File: config.mk
export PLATFORM = sky130hd
export DESIGN_NAME = tsc_command_decoder
export DESIGN_NICKNAME = d
export VERILOG_FILES = /design/src/tsc_pkg.sv /design/src/tsc_sync.sv /design/src/tsc_command_decoder.sv
export VERILOG_INCLUDE_DIRS = /design/src
export SDC_FILE = /design/constraint.sdc
export NUM_CORES = 1
export LEC_CHECK = 0
export BUFFER_PORTS_ARGS = -buffer_cell sky130_fd_sc_hd__buf_2
export CORE_MARGIN = 1
export CORE_UTILIZATION = 52
export CTS_CLUSTER_SIZE = 16
export DETAILED_ROUTE_END_ITERATION = 8
export GPL_ROUTABILITY_DRIVEN = 0
export PLACE_DENSITY = 0.76
export SLEW_MARGIN = 20
export SYNTH_ARGS = -nofsm -noshare
export SYNTH_HDL_FRONTEND = slang
export SYNTH_HIERARCHICAL = 1
export SYNTH_SLANG_ARGS = --single-unit
File: constraint.sdc
create_clock -name clock -period 2.5 [get_ports clock]
set_input_delay 0.5 -clock clock [delete_from_list [all_inputs] [get_ports clock]]
set_output_delay 0.5 -clock clock [all_outputs]
set_load 0.01 [all_outputs]
File: src/tsc_map.svh
`ifndef TSC_MAP_SVH
`define TSC_MAP_SVH

// Command codes
`define TSC_CMD_READ_TEMP     8'hAA
`define TSC_CMD_READ_COUNTER  8'hA8
`define TSC_CMD_READ_SLOPE    8'hA9
`define TSC_CMD_START_CONV    8'hEE
`define TSC_CMD_STOP_CONV     8'h22
`define TSC_CMD_HIGH_LIMIT    8'hA1
`define TSC_CMD_LOW_LIMIT     8'hA2
`define TSC_CMD_CONFIG        8'hAC

// Address byte layout
`define TSC_CTRL_CODE         4'h9
`define TSC_ADDR_CODE_MSB     7
`define TSC_ADDR_CODE_LSB     4
`define TSC_ADDR_SEL_MSB      3
`define TSC_ADDR_SEL_LSB      1
`define TSC_ADDR_RW_BIT       0

// Configuration byte fields
`define TSC_CFG_ONESHOT_BIT   0
`define TSC_CFG_POL_BIT       1
`define TSC_CFG_NVB_BIT       4
`define TSC_CFG_DONE_BIT      7
`define TSC_CFG_RESET         2'h0

// Reset values and the idle read byte
`define TSC_LIMIT_RESET       16'h0000
`define TSC_TEMP_RESET        16'h0000
`define TSC_IDLE_BYTE         8'hFF

// Nonvolatile write time and clock rate
`define TSC_NV_WRITE_MS       10
`define TSC_CLK_KHZ           125000

`endif

File: src/tsc_pkg.sv
package tsc_pkg;

	typedef enum logic [2:0] {
		TSC_IDLE,
		TSC_RECV,
		TSC_ACK,
		TSC_SEND,
		TSC_MACK
	} tsc_state_t;

endpackage

File: src/tsc_sync.sv
`timescale 1ns/10ps

// Two-stage synchroniser for pin inputs
module tsc_sync #(
	parameter int WIDTH = 1
) (
	input  wire logic             clock,
	input  wire logic             srst,
	input  wire logic [WIDTH-1:0] asyncIn,
	output logic      [WIDTH-1:0] syncOut
);

	logic [WIDTH-1:0] stage1_reg;

	always_ff @(posedge clock) begin
		if (srst) begin
			stage1_reg <= '1;
			syncOut    <= '1;
		end else begin
			stage1_reg <= asyncIn;
			syncOut    <= stage1_reg;
		end
	end

endmodule

File: src/tsc_command_decoder.sv
`timescale 1ns/10ps
`include "tsc_map.svh"

module tsc_command_decoder
	import tsc_pkg::*;
#(
	parameter int NV_WRITE_CYCLES = `TSC_NV_WRITE_MS * `TSC_CLK_KHZ
) (
	input  wire logic        clock,
	input  wire logic        srst,
	input  wire logic        sclIn,
	input  wire logic        sdaIn,
	output logic             sdaOut,
	output logic             sdaOe,
	input  wire logic [2:0]  addrSel,
	input  wire logic        convDone,
	input  wire logic [15:0] tempResult,
	input  wire logic [7:0]  countRemain,
	input  wire logic [7:0]  countPerC,
	output logic             convEnable,
	output logic [15:0]      highLimit,
	output logic [15:0]      lowLimit,
	output logic             cfgPolarity,
	output logic             cfgOneShot,
	output logic             nvBusy
);

	////////////////////////////////////////////////////////////////////////
	// Pin synchronisation and bus condition detection

	logic [4:0]  syncVec;
	logic        sclS;
	logic        sdaS;
	logic [2:0]  selS;
	logic        sclPrev_reg;
	logic        sdaPrev_reg;

	tsc_sync #(
		.WIDTH(5)
	) u_sync (
		.clock  (clock),
		.srst   (srst),
		.asyncIn({sclIn, sdaIn, addrSel}),
		.syncOut(syncVec)
	);

	assign sclS = syncVec[4];
	assign sdaS = syncVec[3];
	assign selS = syncVec[2:0];

	always_ff @(posedge clock) begin
		if (srst) begin
			sclPrev_reg <= 1'b1;
			sdaPrev_reg <= 1'b1;
		end else begin
			sclPrev_reg <= sclS;
			sdaPrev_reg <= sdaS;
		end
	end

	wire sclRise   = sclS & ~sclPrev_reg;
	wire sclFall   = ~sclS & sclPrev_reg;
	wire startCond = sclS & sclPrev_reg & sdaPrev_reg & ~sdaS;
	wire stopCond  = sclS & sclPrev_reg & ~sdaPrev_reg & sdaS;

	////////////////////////////////////////////////////////////////////////
	// Byte engine state

	tsc_state_t  state_reg;
	tsc_state_t  state_next;
	logic [2:0]  bitCnt_reg;
	logic [7:0]  shift_reg;
	logic        gotByte_reg;
	logic [1:0]  byteIdx_reg;
	logic        readMode_reg;
	logic [7:0]  cmd_reg;
	logic [7:0]  msbHold_reg;
	logic        rdIdx_reg;
	logic        mackOk_reg;
	logic [7:0]  txByte_reg;
	logic        sdaOe_reg;

	// Address match on the received control byte
	wire [7:0] rxByte    = shift_reg;
	wire       addrMatch = (rxByte[`TSC_ADDR_CODE_MSB:`TSC_ADDR_CODE_LSB] == `TSC_CTRL_CODE) &&
	                       (rxByte[`TSC_ADDR_SEL_MSB:`TSC_ADDR_SEL_LSB] == selS);
	wire       byteEnd   = (state_reg == TSC_RECV) && gotByte_reg && sclFall;
	wire       addrByte  = byteEnd && (byteIdx_reg == 2'd0);
	wire       ackAddr   = addrByte && addrMatch;
	wire       dataByte  = byteEnd && (byteIdx_reg != 2'd0) && !readMode_reg;
	wire       cmdByte   = dataByte && (byteIdx_reg == 2'd1);
	wire       wrByte1   = dataByte && (byteIdx_reg == 2'd2);
	wire       wrByte2   = dataByte && (byteIdx_reg == 2'd3);
	wire       ackEnd    = (state_reg == TSC_ACK) && sclFall;
	wire       sendEnd   = (state_reg == TSC_SEND) && sclFall && (bitCnt_reg == 3'd7);
	wire       mackEnd   = (state_reg == TSC_MACK) && sclFall;
	wire       loadTx    = (ackEnd && readMode_reg) || (mackEnd && mackOk_reg);

	always_comb begin
		state_next = state_reg;
		case (state_reg)
			TSC_IDLE: begin
				state_next = TSC_IDLE;
			end
			TSC_RECV: begin
				if (addrByte) begin
					state_next = addrMatch ? TSC_ACK : TSC_IDLE;
				end else if (byteEnd) begin
					state_next = TSC_ACK;
				end
			end
			TSC_ACK: begin
				if (ackEnd) begin
					state_next = readMode_reg ? TSC_SEND : TSC_RECV;
				end
			end
			TSC_SEND: begin
				if (sendEnd) begin
					state_next = TSC_MACK;
				end
			end
			TSC_MACK: begin
				if (sclRise && sdaS) begin
					state_next = TSC_IDLE;
				end else if (mackEnd) begin
					state_next = mackOk_reg ? TSC_SEND : TSC_IDLE;
				end
			end
			default: begin
				state_next = TSC_IDLE;
			end
		endcase
		if (startCond) begin
			state_next = TSC_RECV;
		end else if (stopCond) begin
			state_next = TSC_IDLE;
		end
	end

	always_ff @(posedge clock) begin
		if (srst) begin
			state_reg <= TSC_IDLE;
		end else begin
			state_reg <= state_next;
		end
	end

	// Receive shifter and bit counter
	always_ff @(posedge clock) begin
		if (srst || startCond || ackEnd || loadTx) begin
			bitCnt_reg  <= 3'd0;
			gotByte_reg <= 1'b0;
		end else if (state_reg == TSC_RECV && sclRise) begin
			bitCnt_reg  <= bitCnt_reg + 3'd1;
			gotByte_reg <= (bitCnt_reg == 3'd7);
		end else if (state_reg == TSC_SEND && sclFall) begin
			bitCnt_reg  <= bitCnt_reg + 3'd1;
		end
	end

	always_ff @(posedge clock) begin
		if (srst) begin
			shift_reg <= 8'h00;
		end else if (state_reg == TSC_RECV && sclRise) begin
			shift_reg <= {shift_reg[6:0], sdaS};
		end
	end

	// Position in the transfer and direction
	always_ff @(posedge clock) begin
		if (srst || startCond) begin
			byteIdx_reg  <= 2'd0;
			readMode_reg <= 1'b0;
		end else if (addrByte) begin
			byteIdx_reg  <= 2'd1;
			readMode_reg <= rxByte[`TSC_ADDR_RW_BIT];
		end else if (dataByte && byteIdx_reg != 2'd3) begin
			byteIdx_reg  <= byteIdx_reg + 2'd1;
		end
	end

	// Command byte is kept across a repeated start for the read phase
	always_ff @(posedge clock) begin
		if (srst) begin
			cmd_reg <= 8'h00;
		end else if (cmdByte) begin
			cmd_reg <= rxByte;
		end
	end

	always_ff @(posedge clock) begin
		if (srst) begin
			msbHold_reg <= 8'h00;
		end else if (wrByte1) begin
			msbHold_reg <= rxByte;
		end
	end

	////////////////////////////////////////////////////////////////////////
	// Write side of limit and configuration access

	logic [15:0] highLimit_reg;
	logic [15:0] lowLimit_reg;
	logic [1:0]  cfg_reg;
	logic [20:0] nvCnt_reg;

	wire isHigh   = (cmd_reg == `TSC_CMD_HIGH_LIMIT);
	wire isLow    = (cmd_reg == `TSC_CMD_LOW_LIMIT);
	wire isConfig = (cmd_reg == `TSC_CMD_CONFIG);
	wire nvStart  = (wrByte2 && (isHigh || isLow)) || (wrByte1 && isConfig);

	always_ff @(posedge clock) begin
		if (srst) begin
			highLimit_reg <= `TSC_LIMIT_RESET;
			lowLimit_reg  <= `TSC_LIMIT_RESET;
		end else if (wrByte2 && isHigh) begin
			highLimit_reg <= {msbHold_reg, rxByte};
		end else if (wrByte2 && isLow) begin
			lowLimit_reg  <= {msbHold_reg, rxByte};
		end
	end

	always_ff @(posedge clock) begin
		if (srst) begin
			cfg_reg <= `TSC_CFG_RESET;
		end else if (wrByte1 && isConfig) begin
			cfg_reg <= {rxByte[`TSC_CFG_POL_BIT], rxByte[`TSC_CFG_ONESHOT_BIT]};
		end
	end

	// Nonvolatile write busy window
	always_ff @(posedge clock) begin
		if (srst) begin
			nvCnt_reg <= 21'd0;
		end else if (nvStart) begin
			nvCnt_reg <= 21'(NV_WRITE_CYCLES);
		end else if (nvCnt_reg != 21'd0) begin
			nvCnt_reg <= nvCnt_reg - 21'd1;
		end
	end

	////////////////////////////////////////////////////////////////////////
	// Conversion control

	logic convActive_reg;
	logic stopReq_reg;
	logic pendStart_reg;
	logic pendStop_reg;
	logic doneFlag_reg;
	logic [15:0] temp_reg;

	wire cmdTakes = startCond || stopCond;

	// Start and stop take no data; the command is armed until the bus ends it
	always_ff @(posedge clock) begin
		if (srst || cmdTakes) begin
			pendStart_reg <= 1'b0;
			pendStop_reg  <= 1'b0;
		end else if (cmdByte) begin
			pendStart_reg <= (rxByte == `TSC_CMD_START_CONV);
			pendStop_reg  <= (rxByte == `TSC_CMD_STOP_CONV);
		end
	end

	wire doStart = cmdTakes && pendStart_reg;
	wire doStop  = cmdTakes && pendStop_reg && convActive_reg;

	always_ff @(posedge clock) begin
		if (srst) begin
			convActive_reg <= 1'b0;
			stopReq_reg    <= 1'b0;
		end else if (doStart) begin
			convActive_reg <= 1'b1;
			stopReq_reg    <= 1'b0;
		end else if (convDone && (cfg_reg[0] || stopReq_reg || doStop)) begin
			convActive_reg <= 1'b0;
			stopReq_reg    <= 1'b0;
		end else if (doStop) begin
			stopReq_reg    <= 1'b1;
		end
	end

	always_ff @(posedge clock) begin
		if (srst) begin
			temp_reg     <= `TSC_TEMP_RESET;
			doneFlag_reg <= 1'b0;
		end else if (convDone && convActive_reg) begin
			temp_reg     <= tempResult;
			doneFlag_reg <= 1'b1;
		end else if (doStart) begin
			doneFlag_reg <= 1'b0;
		end
	end

	////////////////////////////////////////////////////////////////////////
	// Read side

	wire [7:0] cfgRead = {doneFlag_reg, 2'b00, (nvCnt_reg != 21'd0), 2'b00, cfg_reg[1], cfg_reg[0]};
	logic [7:0] rdData;

	always_comb begin
		rdData = `TSC_IDLE_BYTE;
		case (cmd_reg)
			`TSC_CMD_READ_TEMP:    rdData = rdIdx_reg ? temp_reg[7:0] : temp_reg[15:8];
			`TSC_CMD_HIGH_LIMIT:   rdData = rdIdx_reg ? highLimit_reg[7:0] : highLimit_reg[15:8];
			`TSC_CMD_LOW_LIMIT:    rdData = rdIdx_reg ? lowLimit_reg[7:0] : lowLimit_reg[15:8];
			`TSC_CMD_CONFIG:       rdData = rdIdx_reg ? `TSC_IDLE_BYTE : cfgRead;
			`TSC_CMD_READ_COUNTER: rdData = rdIdx_reg ? `TSC_IDLE_BYTE : countRemain;
			`TSC_CMD_READ_SLOPE:   rdData = rdIdx_reg ? `TSC_IDLE_BYTE : countPerC;
			default:               rdData = `TSC_IDLE_BYTE;
		endcase
	end

	always_ff @(posedge clock) begin
		if (srst || startCond) begin
			rdIdx_reg <= 1'b0;
		end else if (sendEnd) begin
			// Second byte is selected before the master ack reloads the shifter
			rdIdx_reg <= 1'b1;
		end
	end

	always_ff @(posedge clock) begin
		if (srst || startCond || mackEnd) begin
			mackOk_reg <= 1'b0;
		end else if (state_reg == TSC_MACK && sclRise) begin
			mackOk_reg <= ~sdaS;
		end
	end

	always_ff @(posedge clock) begin
		if (srst) begin
			txByte_reg <= 8'h00;
		end else if (loadTx) begin
			txByte_reg <= rdData;
		end else if (state_reg == TSC_SEND && sclFall) begin
			txByte_reg <= {txByte_reg[6:0], 1'b1};
		end
	end

	////////////////////////////////////////////////////////////////////////
	// Open-drain data pin: only ever pulled low

	wire ackDrive = ackAddr || (byteEnd && !addrByte && !readMode_reg);
	wire sendBit  = (state_next == TSC_SEND) && !(startCond || stopCond);

	always_ff @(posedge clock) begin
		if (srst || startCond || stopCond) begin
			sdaOe_reg <= 1'b0;
		end else if (ackDrive) begin
			sdaOe_reg <= 1'b1;
		end else if (loadTx) begin
			sdaOe_reg <= ~rdData[7];
		end else if (sendEnd || ackEnd || mackEnd) begin
			sdaOe_reg <= 1'b0;
		end else if (sendBit && sclFall) begin
			sdaOe_reg <= ~txByte_reg[6];
		end
	end

	assign sdaOut      = 1'b0;
	assign sdaOe       = sdaOe_reg;
	assign convEnable  = convActive_reg;
	assign highLimit   = highLimit_reg;
	assign lowLimit    = lowLimit_reg;
	assign cfgPolarity = cfg_reg[1];
	assign cfgOneShot  = cfg_reg[0];
	assign nvBusy      = (nvCnt_reg != 21'd0);

endmodule

# [Word-level counts from Yosys, hierarchy flattened]
# Index checks and enable logic that the tools add are counted.
[op_classes] reduce_logical=65 mux=35 n_eq_ne=20 n_bitwise=14 n_addsub=3
[op_table] operator="$eq A8 B8 Y1 const B" n=7
[op_table] operator="$mux W8" n=6
[op_table] operator="$pmux W8 S6" n=1
[op_table] operator="$mux W21" n=2
[op_table] operator="$logic_and A1 B1 Y1" n=33
[op_table] operator="$mux W3" n=10
[op_table] operator="$reduce_bool A21 Y1" n=1
[op_table] operator="$sub A21 B1 Y21 const B" n=1
[op_table] operator="$logic_or A1 B1 Y1" n=15
[op_table] operator="$mux W7" n=2
[op_table] operator="$reduce_bool A2 Y1" n=7
[op_table] operator="$pmux W3 S4" n=1
[op_table] operator="$mux W1" n=10
[op_table] operator="$eq A3 B2 Y1 const B" n=3
[op_table] operator="$eq A8 B6 Y1 const B" n=1
[op_table] operator="$and A1 B1 Y1" n=7
[op_table] operator="$not A1 Y1" n=7
[op_table] operator="$eq A3 B3 Y1 const B" n=2
[op_table] operator="$mux W2" n=3
[op_table] operator="$eq A2 B2 Y1 const B" n=2
[op_table] operator="$eq A4 B4 Y1 const B" n=1
[op_table] operator="$reduce_bool A4 Y1" n=1
[op_table] operator="$reduce_or A2 Y1" n=2
[op_table] operator="$add A3 B1 Y3 const B" n=1
[op_table] operator="other kinds (9)" n=11
[word_totals] in_bits=40 out_inout_bits=38 register_bits=132

# [Longest topological paths before layout]
# Gate-level depths: netlist of the first run.
[depth] word_depth=15 depth_mapped=10 mapped_depth_nobuf=8

# [Hierarchy]
# The synthesis of the first run kept the hierarchy.
[modules_own_cells] module="tsc_command_decoder" n_inst=1 cells_each=729 area_each_um2=5944.5
[modules_own_cells] module="tsc_sync" n_inst=1 cells_each=20 area_each_um2=262.8

# [Worst setup path before layout of the first run]
# OpenSTA, ideal clock, no wires.
[synth_timing] path_type="register to register" start="register nvCnt_reg[6]" end="register nvCnt_reg[4]" t_arrival_ns=2.249 setup_time_ns=0.138 n_path_buf=1 path_slack_ns=0.113 stages_incl_launch_ff=8 required_time_ns=2.362 period_less_slack_ns=2.387 cell_sequence="dfxtp_1 or4_4 or4_1 buf_2 or4_4 nand3_2 xor2_2 a21oi_1"
[synth_via] elab_chain_len=2
[synth_lines] element="from (decl)" line_no="tsc_command_decoder.sv:205" source="logic [20:0] nvCnt_reg;"
[synth_lines] element="from (signal assigned)" line_no="tsc_command_decoder.sv:236" source="nvCnt_reg <= 21'(NV_WRITE_CYCLES);"
[synth_lines] element="from (signal assigned)" line_no="tsc_command_decoder.sv:238" source="nvCnt_reg <= nvCnt_reg - 21'd1;"
[synth_lines] element="$reduce_bool A21 Y1" line_no="tsc_command_decoder.sv:237" source="end else if (nvCnt_reg != 21'd0) begin"
[synth_lines] element="$reduce_bool A2 Y1 (no line)"
# No other way between the ends.
# A chain may end at the register's enable or synchronous reset.

# [Worst setup path after layout of the first run]
[layout_timing] start="register nvCnt_reg[7]" end="register nvCnt_reg[4]"
# The elaborated chain is that of the path after synthesis.

==> out/metrics.yaml, run 1 <==
p_leak_uw: 0.00284
clock_latency_ns: 0.42
post-place-cells: 943
ys_types: 68
p_switching_uw: 1810
area_delta_synth_final_pct: 19.4
avgRoutedWirePerCell_um: 17.2
syn_inst: 749
cts_root_buffer: "clkbuf_16"
crit_family: "simple AND/OR/NAND/NOR gates"
worstSetupEndpointType: "flop"
crit_buf_inv: 0
postRouteAntennaNets: 0
syn_nets: 796
gr-total-overflow: 0
sequentialPowerShare_pct: 37.7
min_path_cells: 2
core_sq_um: 11500
post-route-period-util_pct: 95.5
num_antenna_cells: 0
reg2reg_setup_slack_ns: 0.11
postSynthAreaPerCell_sq_um: 8.29
numCtsBuffers: 17
skew_ns: 0.0152
via_count: 5676
drv_slew: 0
rsz0062_at_grt: "false"
netlist_area_sq_um: 6210
synth-edff-count: 0
via_per_inst: 5.82
dieArea_sq_um: 12400
ys_warn_count: 6
grt_pass1_wl_um: 27300
num_rows: 39
io_pins: 78
slowest_stage: "or4_4"
chipWidth_um: 111
crit_top_cell: "or4_4"
crit_path_max_fanout: 5
violations: "design-rule violations"
ys_async_sr_fraction_pct: 0
cts_tree: "done"
final_hold_viol_count: 0
power.density_nw_per_um2: 846
max_freq_ghz: 0.419
required_ns: 2.79
cts_max_level: 4
irDropWorstVdd_uv: 559
p_total_uw: 6270
worst_slew_pin_slew_ns: 0.752
postCtsSetupRepairBufs: 0
critPathArrivalTime_ns: 2.68
path_depth: 6
die_h_um: 111
ys_seq_elements: 132
totalWireLength_um: 16700
clk_pin_slew_worst_paths_ns: 0.06
largest_reg_flops: 21
hold_buffers: 0
maxSlewHeadroom_pct: 49.7
cp_cell_sequence: "or4_4 > or4_4 > or4_4 > nand3_2 > xor2_2 > a21oi_1"
num-nets-final: 866
synth_ff_type: "dfxtp_1"
ff2ff_path_depth: 6
p_int_uw: 4450
dpl-instance-area_sq_um: 6760
sw_frac_of_total_pct: 29.0
setup_violations: 0
power_frac_comb_pct: 21.0
ys_seq_area_share_pct: 42.6
final_cells: 975
drive_gt1_share_pct: 19.1
drt_iter0_drc: 466
initial_core_util_pct: 53.9
hold_class: "input port to flop"
antenna_found_initial: 0
cts.sinks: 132
port_buffers: 76
cts.path.max_buffers: 2
drt_first_pass_iters: 7
fin_crit_ns: 2.39
grt_pass1_vias: 5543
critical_path.max_stage_delay_ns: 0.58
critPathKind: "flop to flop"
hold_ws_ns: 0.254
grt_max_degree: 72
start_kind: "flop"
grtUsageTotal_pct: 27.8
status: "finished with violations"
timing.setup.tns_ns: 0
place_hpwl_um: 11800
drc: 2
power_frac_clock_pct: 41.3
max_cap_viol_count: 0
final_cell_area_sq_um: 7410
## stage by stage
step	setup WS [ns]	util, %
floorplan	0.113	-
global placement	0.112	58.7
detailed placement	0.0795	58.7
CTS	0.0708	64.2
global route	0.0196	64.4
finish	0.112	64.4
## worst reg2reg max path: cells and delay by family, from the launching register on
| kind | cells | cell delay, ns |
|---|---|---|
| and+or+nand+nor | 4 | 1.72 |
| DFF | 1 | 0.34 |
| xor gates and xnor gates | 1 | 0.13 |
| AOI/OAI and AO/OA | 1 | 0.07 |
## layout make-up
| class | count | area, sq um |
|---|---|---|
| Sequential cell | 132 | 2640 |
| Clock buffer | 17 | 425 |
| Fill cell | 987 | 4100 |
| Inverter | 10 | 37.5 |
| Timing Repair Buffer | 101 | 572 |
| Clock inverter | 15 | 194 |
| Multi-Input combinational cell | 557 | 3360 |
| Tap cell | 143 | 179 |
## path summary, 6_finish.rpt
check                                           from                   end
worst min register to register  u_sync/stage1_reg[2]     u_sync/syncOut[2]
worst max register to register          nvCnt_reg[7]          nvCnt_reg[4]
worst min-delay path                           sdaIn  u_sync/stage1_reg[3]
worst max-delay path                    nvCnt_reg[7]          nvCnt_reg[4]
## Yosys cell counts, drive strengths merged, types with 12 or more instances
master	count	area share [%]
nor2	84	5.1
xnor2	18	2.5
nor3	19	1.6
buf	12	0.89
dfxtp	132	43
nand2	114	6.9
a21oi	78	6.3
mux2i	56	9.0
nand3	20	1.7
o21ai	21	1.7
clkbuf	38	2.3
or2	16	1.6
## cells in the final DEF, fill, tap and decap left out, drive strengths merged, types with 7 or more instances in the layout
master and count:
nand2b 9, xnor2 18, nand3 20, nor4 7
nor3 19, ha 7, o21ai 21, a21oi 78
mux2i 56, xor2 9, nor2b 10, or2 16
nor2 84, buf 101, clkbuf 17, dfxtp 132
nand2 114, inv 16
## cells by family after synthesis
kind of cell,count (synthesis),share of synthesized area (%)
other cells,1,0.0604
buf+inv,60,3.79
mux,58,9.39
xor+xnor,27,3.93
simple gates,315,24.1
compound gates,149,14.8
flops,132,42.6
fa+ha+maj,7,1.41
## metal layers
metal	routed length [um]	track usage [%]
met1	7010	33.2
met2	8220	47.4
met3	1130	7.16
met4	394	11.7
met5	0	0
## power by group through the flow
| stage | Combinational (uW) | Clock [uW] | Sequential, uW |
|---|---|---|---|
| floorplan | 995 | 0 | 2380 |
| finish | 1310 | 2590 | 2360 |
| global route | 1440 | 2720 | 2380 |
| detailed placement | 1270 | 0 | 2400 |
| global placement | 1250 | 0 | 2390 |
| CTS | 1280 | 2610 | 2360 |
## what timing repair did
action                     4_1_cts  5_1_grt
resized for setup                1        6
setup endpoints to repair        1       23
pin swaps                        0        0
Note: power is estimated with default switching activity, not from simulation.
==> run 2, diff against run 1 <==
--- a/config.mk
+++ b/config.mk
@@ -6,13 +6,14 @@
 export SDC_FILE = /design/constraint.sdc
 export NUM_CORES = 1
 export LEC_CHECK = 0
+export ABC_AREA = 1
 export BUFFER_PORTS_ARGS = -buffer_cell sky130_fd_sc_hd__buf_2
 export CORE_MARGIN = 1
-export CORE_UTILIZATION = 52
+export CORE_UTILIZATION = 53
 export CTS_CLUSTER_SIZE = 16
 export DETAILED_ROUTE_END_ITERATION = 8
 export GPL_ROUTABILITY_DRIVEN = 0
-export PLACE_DENSITY = 0.76
+export PLACE_DENSITY = 0.77
 export SLEW_MARGIN = 20
 export SYNTH_ARGS = -nofsm -noshare
 export SYNTH_HDL_FRONTEND = slang
==> run 2 against run 1 <==
Net effect: the run still ends with design-rule violations left; clock skew is 0.0062 ns lower; via count grew 7.1%; utilization decreased by 0.61 points; largest power group is now registers; highest routed layer unchanged.
==> out/metrics.yaml, run 2 <==
status: "finished with violations"
violations: "design-rule violations"
io_pins: 78
num_antenna_cells: 0
num-nets-final: 1039
port_buffers: 76
max_freq_ghz: 0.450
initial_core_util_pct: 54.9
irDropWorstVdd_uv: 566
ys_async_sr_fraction_pct: 0
multiInputGateArea_sq_um: 3120
drt_first_pass_iters: 9
die_h_um: 111
ys_seq_area_share_pct: 41.6
start_kind: "flop"
skew_ns: 0.00894
yosysTopAreaCellShare_pct: 41.6
postCtsSetupRepairBufs: 0
grt_max_degree: 64
totalWireLength_um: 16200
grt_pass1_wl_um: 26700
synth_ff_type: "dfxtp_1"
worst_slew_pin_slew_ns: 0.569
crit_path_max_fanout: 4
cts_max_level: 4
num_rows: 39
drc: 7
final_cell_area_sq_um: 7370
setup_violations: 0
required_ns: 2.00
syn_inst: 917
cts.path.max_buffers: 2
p_leak_uw: 0.00339
dieArea_sq_um: 12400
final_hold_viol_count: 0
avgRoutedWirePerCell_um: 14.1
core_sq_um: 11600
max_cap_viol_count: 0
final_common_cell: "nand2_1"
cts_tree: "done"
antenna_found_initial: 0
via_count: 6080
gr-total-overflow: 0
ctsResizeCount: 0
timing.setup.tns_ns: 0
layout_common_cells: "nand2_1, nor2_1, dfxtp_1"
critPathKind: "flop to output port"
ys_seq_elements: 132
cts_root_buffer: "clkbuf_16"
netlist_area_sq_um: 6350
syn_nets: 964
grt_pass1_vias: 5533
area_delta_synth_final_pct: 16.1
hold_ws_ns: 0.256
clock_latency_ns: 0.42
power.density_nw_per_um2: 815
ys_warn_count: 6
dpl-instance-area_sq_um: 6820
ys_types: 41
post-route-period-util_pct: 88.9
maxSlewHeadroom_pct: 62.0
seq_area_sq_um: 2640
synth_area_leaders: "dfxtp_1, nand2_1, nor2_1, o21ai_0, inv_1"
worstSetupEndpointType: "output port"
yosysMostFrequentCell: "nand2_1"
critPathArrivalTime_ns: 1.72
fin_crit_ns: 2.22
clk_pin_slew_worst_paths_ns: 0.06
synth-edff-count: 0
drv_slew: 0
hold_class: "input port to flop"
synth_top_area_cell: "dfxtp_1"
yosys-top-cells-count: "nand2_1, nor2_1, dfxtp_1"
grtUsageTotal_pct: 27.1
drive_gt1_share_pct: 14.7
chipWidth_um: 111
rsz0062_at_grt: "false"
cts.sinks: 132
numCtsBuffers: 17
via_per_inst: 5.30
fill_cells: 1082
hold_buffers: 0
postRouteAntennaNets: 0
postSynthAreaPerCell_sq_um: 6.93
place_hpwl_um: 11700
largest_reg_flops: 21
drt_iter0_drc: 483
## run 2: cell families after synthesis
| kind of cell | count (synthesis) | synth area share, % |
|---|---|---|
| adder cells (fa/ha/maj) | 7 | 1.38 |
| flip-flops | 132 | 41.6 |
| buffers and inverters | 142 | 9.28 |
| XOR/XNOR | 11 | 1.52 |
| other | 1 | 0.0590 |
| AND/OR/NAND/NOR | 429 | 29.0 |
| multiplexers | 3 | 0.473 |
| AO/OA/AOI/OAI | 192 | 16.6 |
## run 2: worst max-delay path: stages, from the launching register on
cell     delay [ns]
dfxtp_1        0.31
inv_1          0.09
ha_1           0.23
nand2_1        0.10
nor3_1         0.26
nand2_1        0.15
buf_2          0.17
## run 2: path summary, 6_finish.rpt
path	from	to	slack, ns	cells after the start
min	sdaIn	u_sync/stage1_reg[3]	0.26	3
min reg2reg	u_sync/stage1_reg[3]	u_sync/syncOut[3]	0.41	2
max reg2reg	cmd_reg[6]	lowLimit[5]	0.44	9
max	nvCnt_reg[0]	nvBusy	0.28	6
## run 2: routing by layer
metal	vias to the layer above	share of wire, %	track usage [%]	routed length [um]
met5	-	0	0	0
met4	0	1.2	9.82	198
met3	20	6.1	6.15	983
met2	196	46	41.4	7370
met1	2752	47	37.6	7620
li1	3112	-	-	-
## run 2: cell type report
type,count,area share (%)
Clock inverter,11,1.43
Clock buffer,20,6.06
Inverter,112,5.77
Tap cell,143,2.43
Timing Repair Buffer,86,6.18
Multi-Input combinational cell,643,42.3
Sequential cell,132,35.8
## run 2: power breakdown
group	internal, uW	switching [uW]	leakage [uW]
clock network	1390	926	0.000259
logic	510	808	0.00206
registers	2250	130	0.00107
total	4150	1860	0.00339
## run 2: stage by stage
| step | instances | setup slack [ns] | util (%) | total power [uW] |
|---|---|---|---|---|
| after global routing | 1147 | 0.0930 | 63.8 | 6360 |
| after CTS | 1147 | 0.282 | 63.8 | 6030 |
| final | 1147 | 0.278 | 63.8 | 6010 |
| after detailed placement | 1116 | 0.520 | 59.0 | 3710 |
| after floorplan | 917 | 0.835 | - | 3410 |
| after global placement | 1116 | 0.595 | 59.0 | 3710 |
==> run 3, diff against run 2 <==
--- a/config.mk
+++ b/config.mk
@@ -9,11 +9,11 @@
 export ABC_AREA = 1
 export BUFFER_PORTS_ARGS = -buffer_cell sky130_fd_sc_hd__buf_2
 export CORE_MARGIN = 1
-export CORE_UTILIZATION = 53
+export CORE_UTILIZATION = 63
 export CTS_CLUSTER_SIZE = 16
 export DETAILED_ROUTE_END_ITERATION = 8
 export GPL_ROUTABILITY_DRIVEN = 0
-export PLACE_DENSITY = 0.77
+export PLACE_DENSITY = 0.86
 export SLEW_MARGIN = 20
 export SYNTH_ARGS = -nofsm -noshare
 export SYNTH_HDL_FRONTEND = slang
==> constraint.sdc (replaced) <==
create_clock -name clock -period 2.7 [get_ports clock]
set_input_delay 0.54 -clock clock [delete_from_list [all_inputs] [get_ports clock]]
set_output_delay 0.54 -clock clock [all_outputs]
set_load 0.01 [all_outputs]
==> run 3 against run 2 <==
Net effect: the flow now finishes without violations; first-iteration DRC count shrank 0.41%; sequential cell count is the same; power shrank 7.3%; via count grew 3.0%; sequential share of layout area grew 0.12 points; critical endpoint unchanged; largest cell class unchanged.
==> out/metrics.yaml, run 3 (synthesis gave the netlist of run 2 again) <==
maxSlewHeadroom_pct: 60.1
cts_max_level: 4
crit_path_max_fanout: 4
worst_slew_pin_slew_ns: 0.598
cts_root_buffer: "clkbuf_8"
gr-total-overflow: 0
hold_path_end: "u_sync/stage1_reg[4]"
grt_pass1_wl_um: 26300
hold_buffers: 0
cts_tree: "done"
post-route-period-util_pct: 87.8
place_hpwl_um: 11500
core_sq_um: 9770
io_pins: 78
max_freq_ghz: 0.422
p_leak_uw: 0.00338
final_hold_viol_count: 0
p_int_uw: 3770
max_cap_viol_count: 0
grtUsageTotal_pct: 32.9
ff2ff_path_depth: 8
multiInputGateArea_sq_um: 3120
drt_iter0_drc: 481
num-nets-final: 1035
drc: 0
die_h_um: 102
layout_common_cells: "nand2_1, nor2_1, dfxtp_1"
ctsResizeCount: 0
start_kind: "flop"
area_delta_synth_final_pct: 15.7
chipWidth_um: 102
postCtsSetupRepairBufs: 0
power_frac_comb_pct: 22.1
totalWireLength_um: 16700
largest_reg_flops: 21
worstSetupEndpointType: "output port"
sw_frac_of_total_pct: 32.3
drv_slew: 0
grt_max_degree: 59
skew_ns: 0.0111
numCtsBuffers: 17
hold_start: "sclIn"
fill_cells: 745
setup_violations: 0
r2r_start: "cmd_reg[7]"
drt_first_pass_iters: 5
seq_area_sq_um: 2640
avgRoutedWirePerCell_um: 14.8
power.density_nw_per_um2: 758
fin_crit_ns: 2.37
cts.path.max_buffers: 2
reg2reg_setup_slack_ns: 0.57
p_switching_uw: 1800
clock_latency_ns: 0.53
power_frac_clock_pct: 38.4
status: "completed"
port_buffers: 76
required_ns: 2.16
via_per_inst: 5.53
via_count: 6261
num_antenna_cells: 0
postRouteAntennaNets: 0
dieArea_sq_um: 10500
timing.setup.tns_ns: 0
clk_pin_slew_worst_paths_ns: 0.06
critPathArrivalTime_ns: 1.83
p_total_uw: 5570
drive_gt1_share_pct: 14.5
initial_core_util_pct: 65.0
critPathKind: "flop to output port"
min_path_cells: 3
num_rows: 36
grt_pass1_vias: 5556
irDropWorstVdd_uv: 507
worstReg2RegEnd: "highLimit[2]"
antenna_found_initial: 0
rsz0062_at_grt: "false"
sequentialPowerShare_pct: 39.4
hold_class: "input port to flop"
cts.sinks: 132
final_common_cell: "nand2_1"
## run 3: cell types whose count changed in the layout (fill, tap and decap cells not counted), sizes merged
cell      delta
buf          -4
inv          +3
clkbuf       -2
clkinvlp     -1
## run 3: critical path, cell delays in order, from the launching register on
cell     delay (ns)
dfxtp_1        0.31
inv_1          0.08
ha_1           0.23
nand2_1        0.12
nor3_1         0.25
nand2_1        0.15
buf_2          0.16
## run 3: stage by stage
| stage | instances | utilization (%) | setup WS, ns | instance area (sq um) | hold slack (ns) |
|---|---|---|---|---|---|
| final | 1133 | 75.2 | 0.330 | 7350 | 0.183 |
| after global routing | 1133 | 75.2 | 0.165 | 7350 | 0.177 |
| after CTS | 1133 | 75.2 | 0.332 | 7350 | 0.180 |
| after detailed placement | 1102 | 69.6 | 0.681 | 6800 | 0.392 |
| after global placement | 1102 | 69.6 | 0.728 | 6800 | 0.382 |
| after floorplan | 917 | - | 1.03 | 6350 | 0.380 |
## run 3: per-layer routing
layer / GRT usage (%) / share of wire [%] / vias to the layer above
met5: 0 / 0 / -
met1: 42.2 / 42 / 2790
met3: 8.28 / 9.3 / 50
met2: 51.4 / 46 / 318
li1: - / - / 3103
met4: 16.8 / 3.0 / 0
## run 3: power by group through the flow
stage	clock, uW	sequential (uW)	combinational (uW)
2_1_floorplan	0	2210	954
3_3_place_gp	0	2230	1180
3_5_place_dp	0	2230	1200
4_1_cts	2140	2190	1220
5_1_grt	2240	2210	1410
6_report	2140	2200	1230
## run 3: cell type report
cell class / count / share of cell area, %
multi-input combinational: 643 / 42.4
clock buffer: 18 / 5.69
clock inverter: 13 / 1.72
inverter: 112 / 5.79
tap: 133 / 2.26
sequential: 132 / 36.0
timing repair buffer: 82 / 6.13
## run 3: worst max-delay path by stage
stage | from | endpoint | slack [ns]
floorplan | nvCnt_reg[0] | nvCnt_reg[7] | 1.03
global placement | cmd_reg[7] | highLimit[7] | 0.73
detailed placement | cmd_reg[7] | highLimit[3] | 0.68
CTS | nvCnt_reg[0] | nvBusy | 0.33
global route | nvCnt_reg[0] | nvBusy | 0.16
finish | nvCnt_reg[0] | nvBusy | 0.33
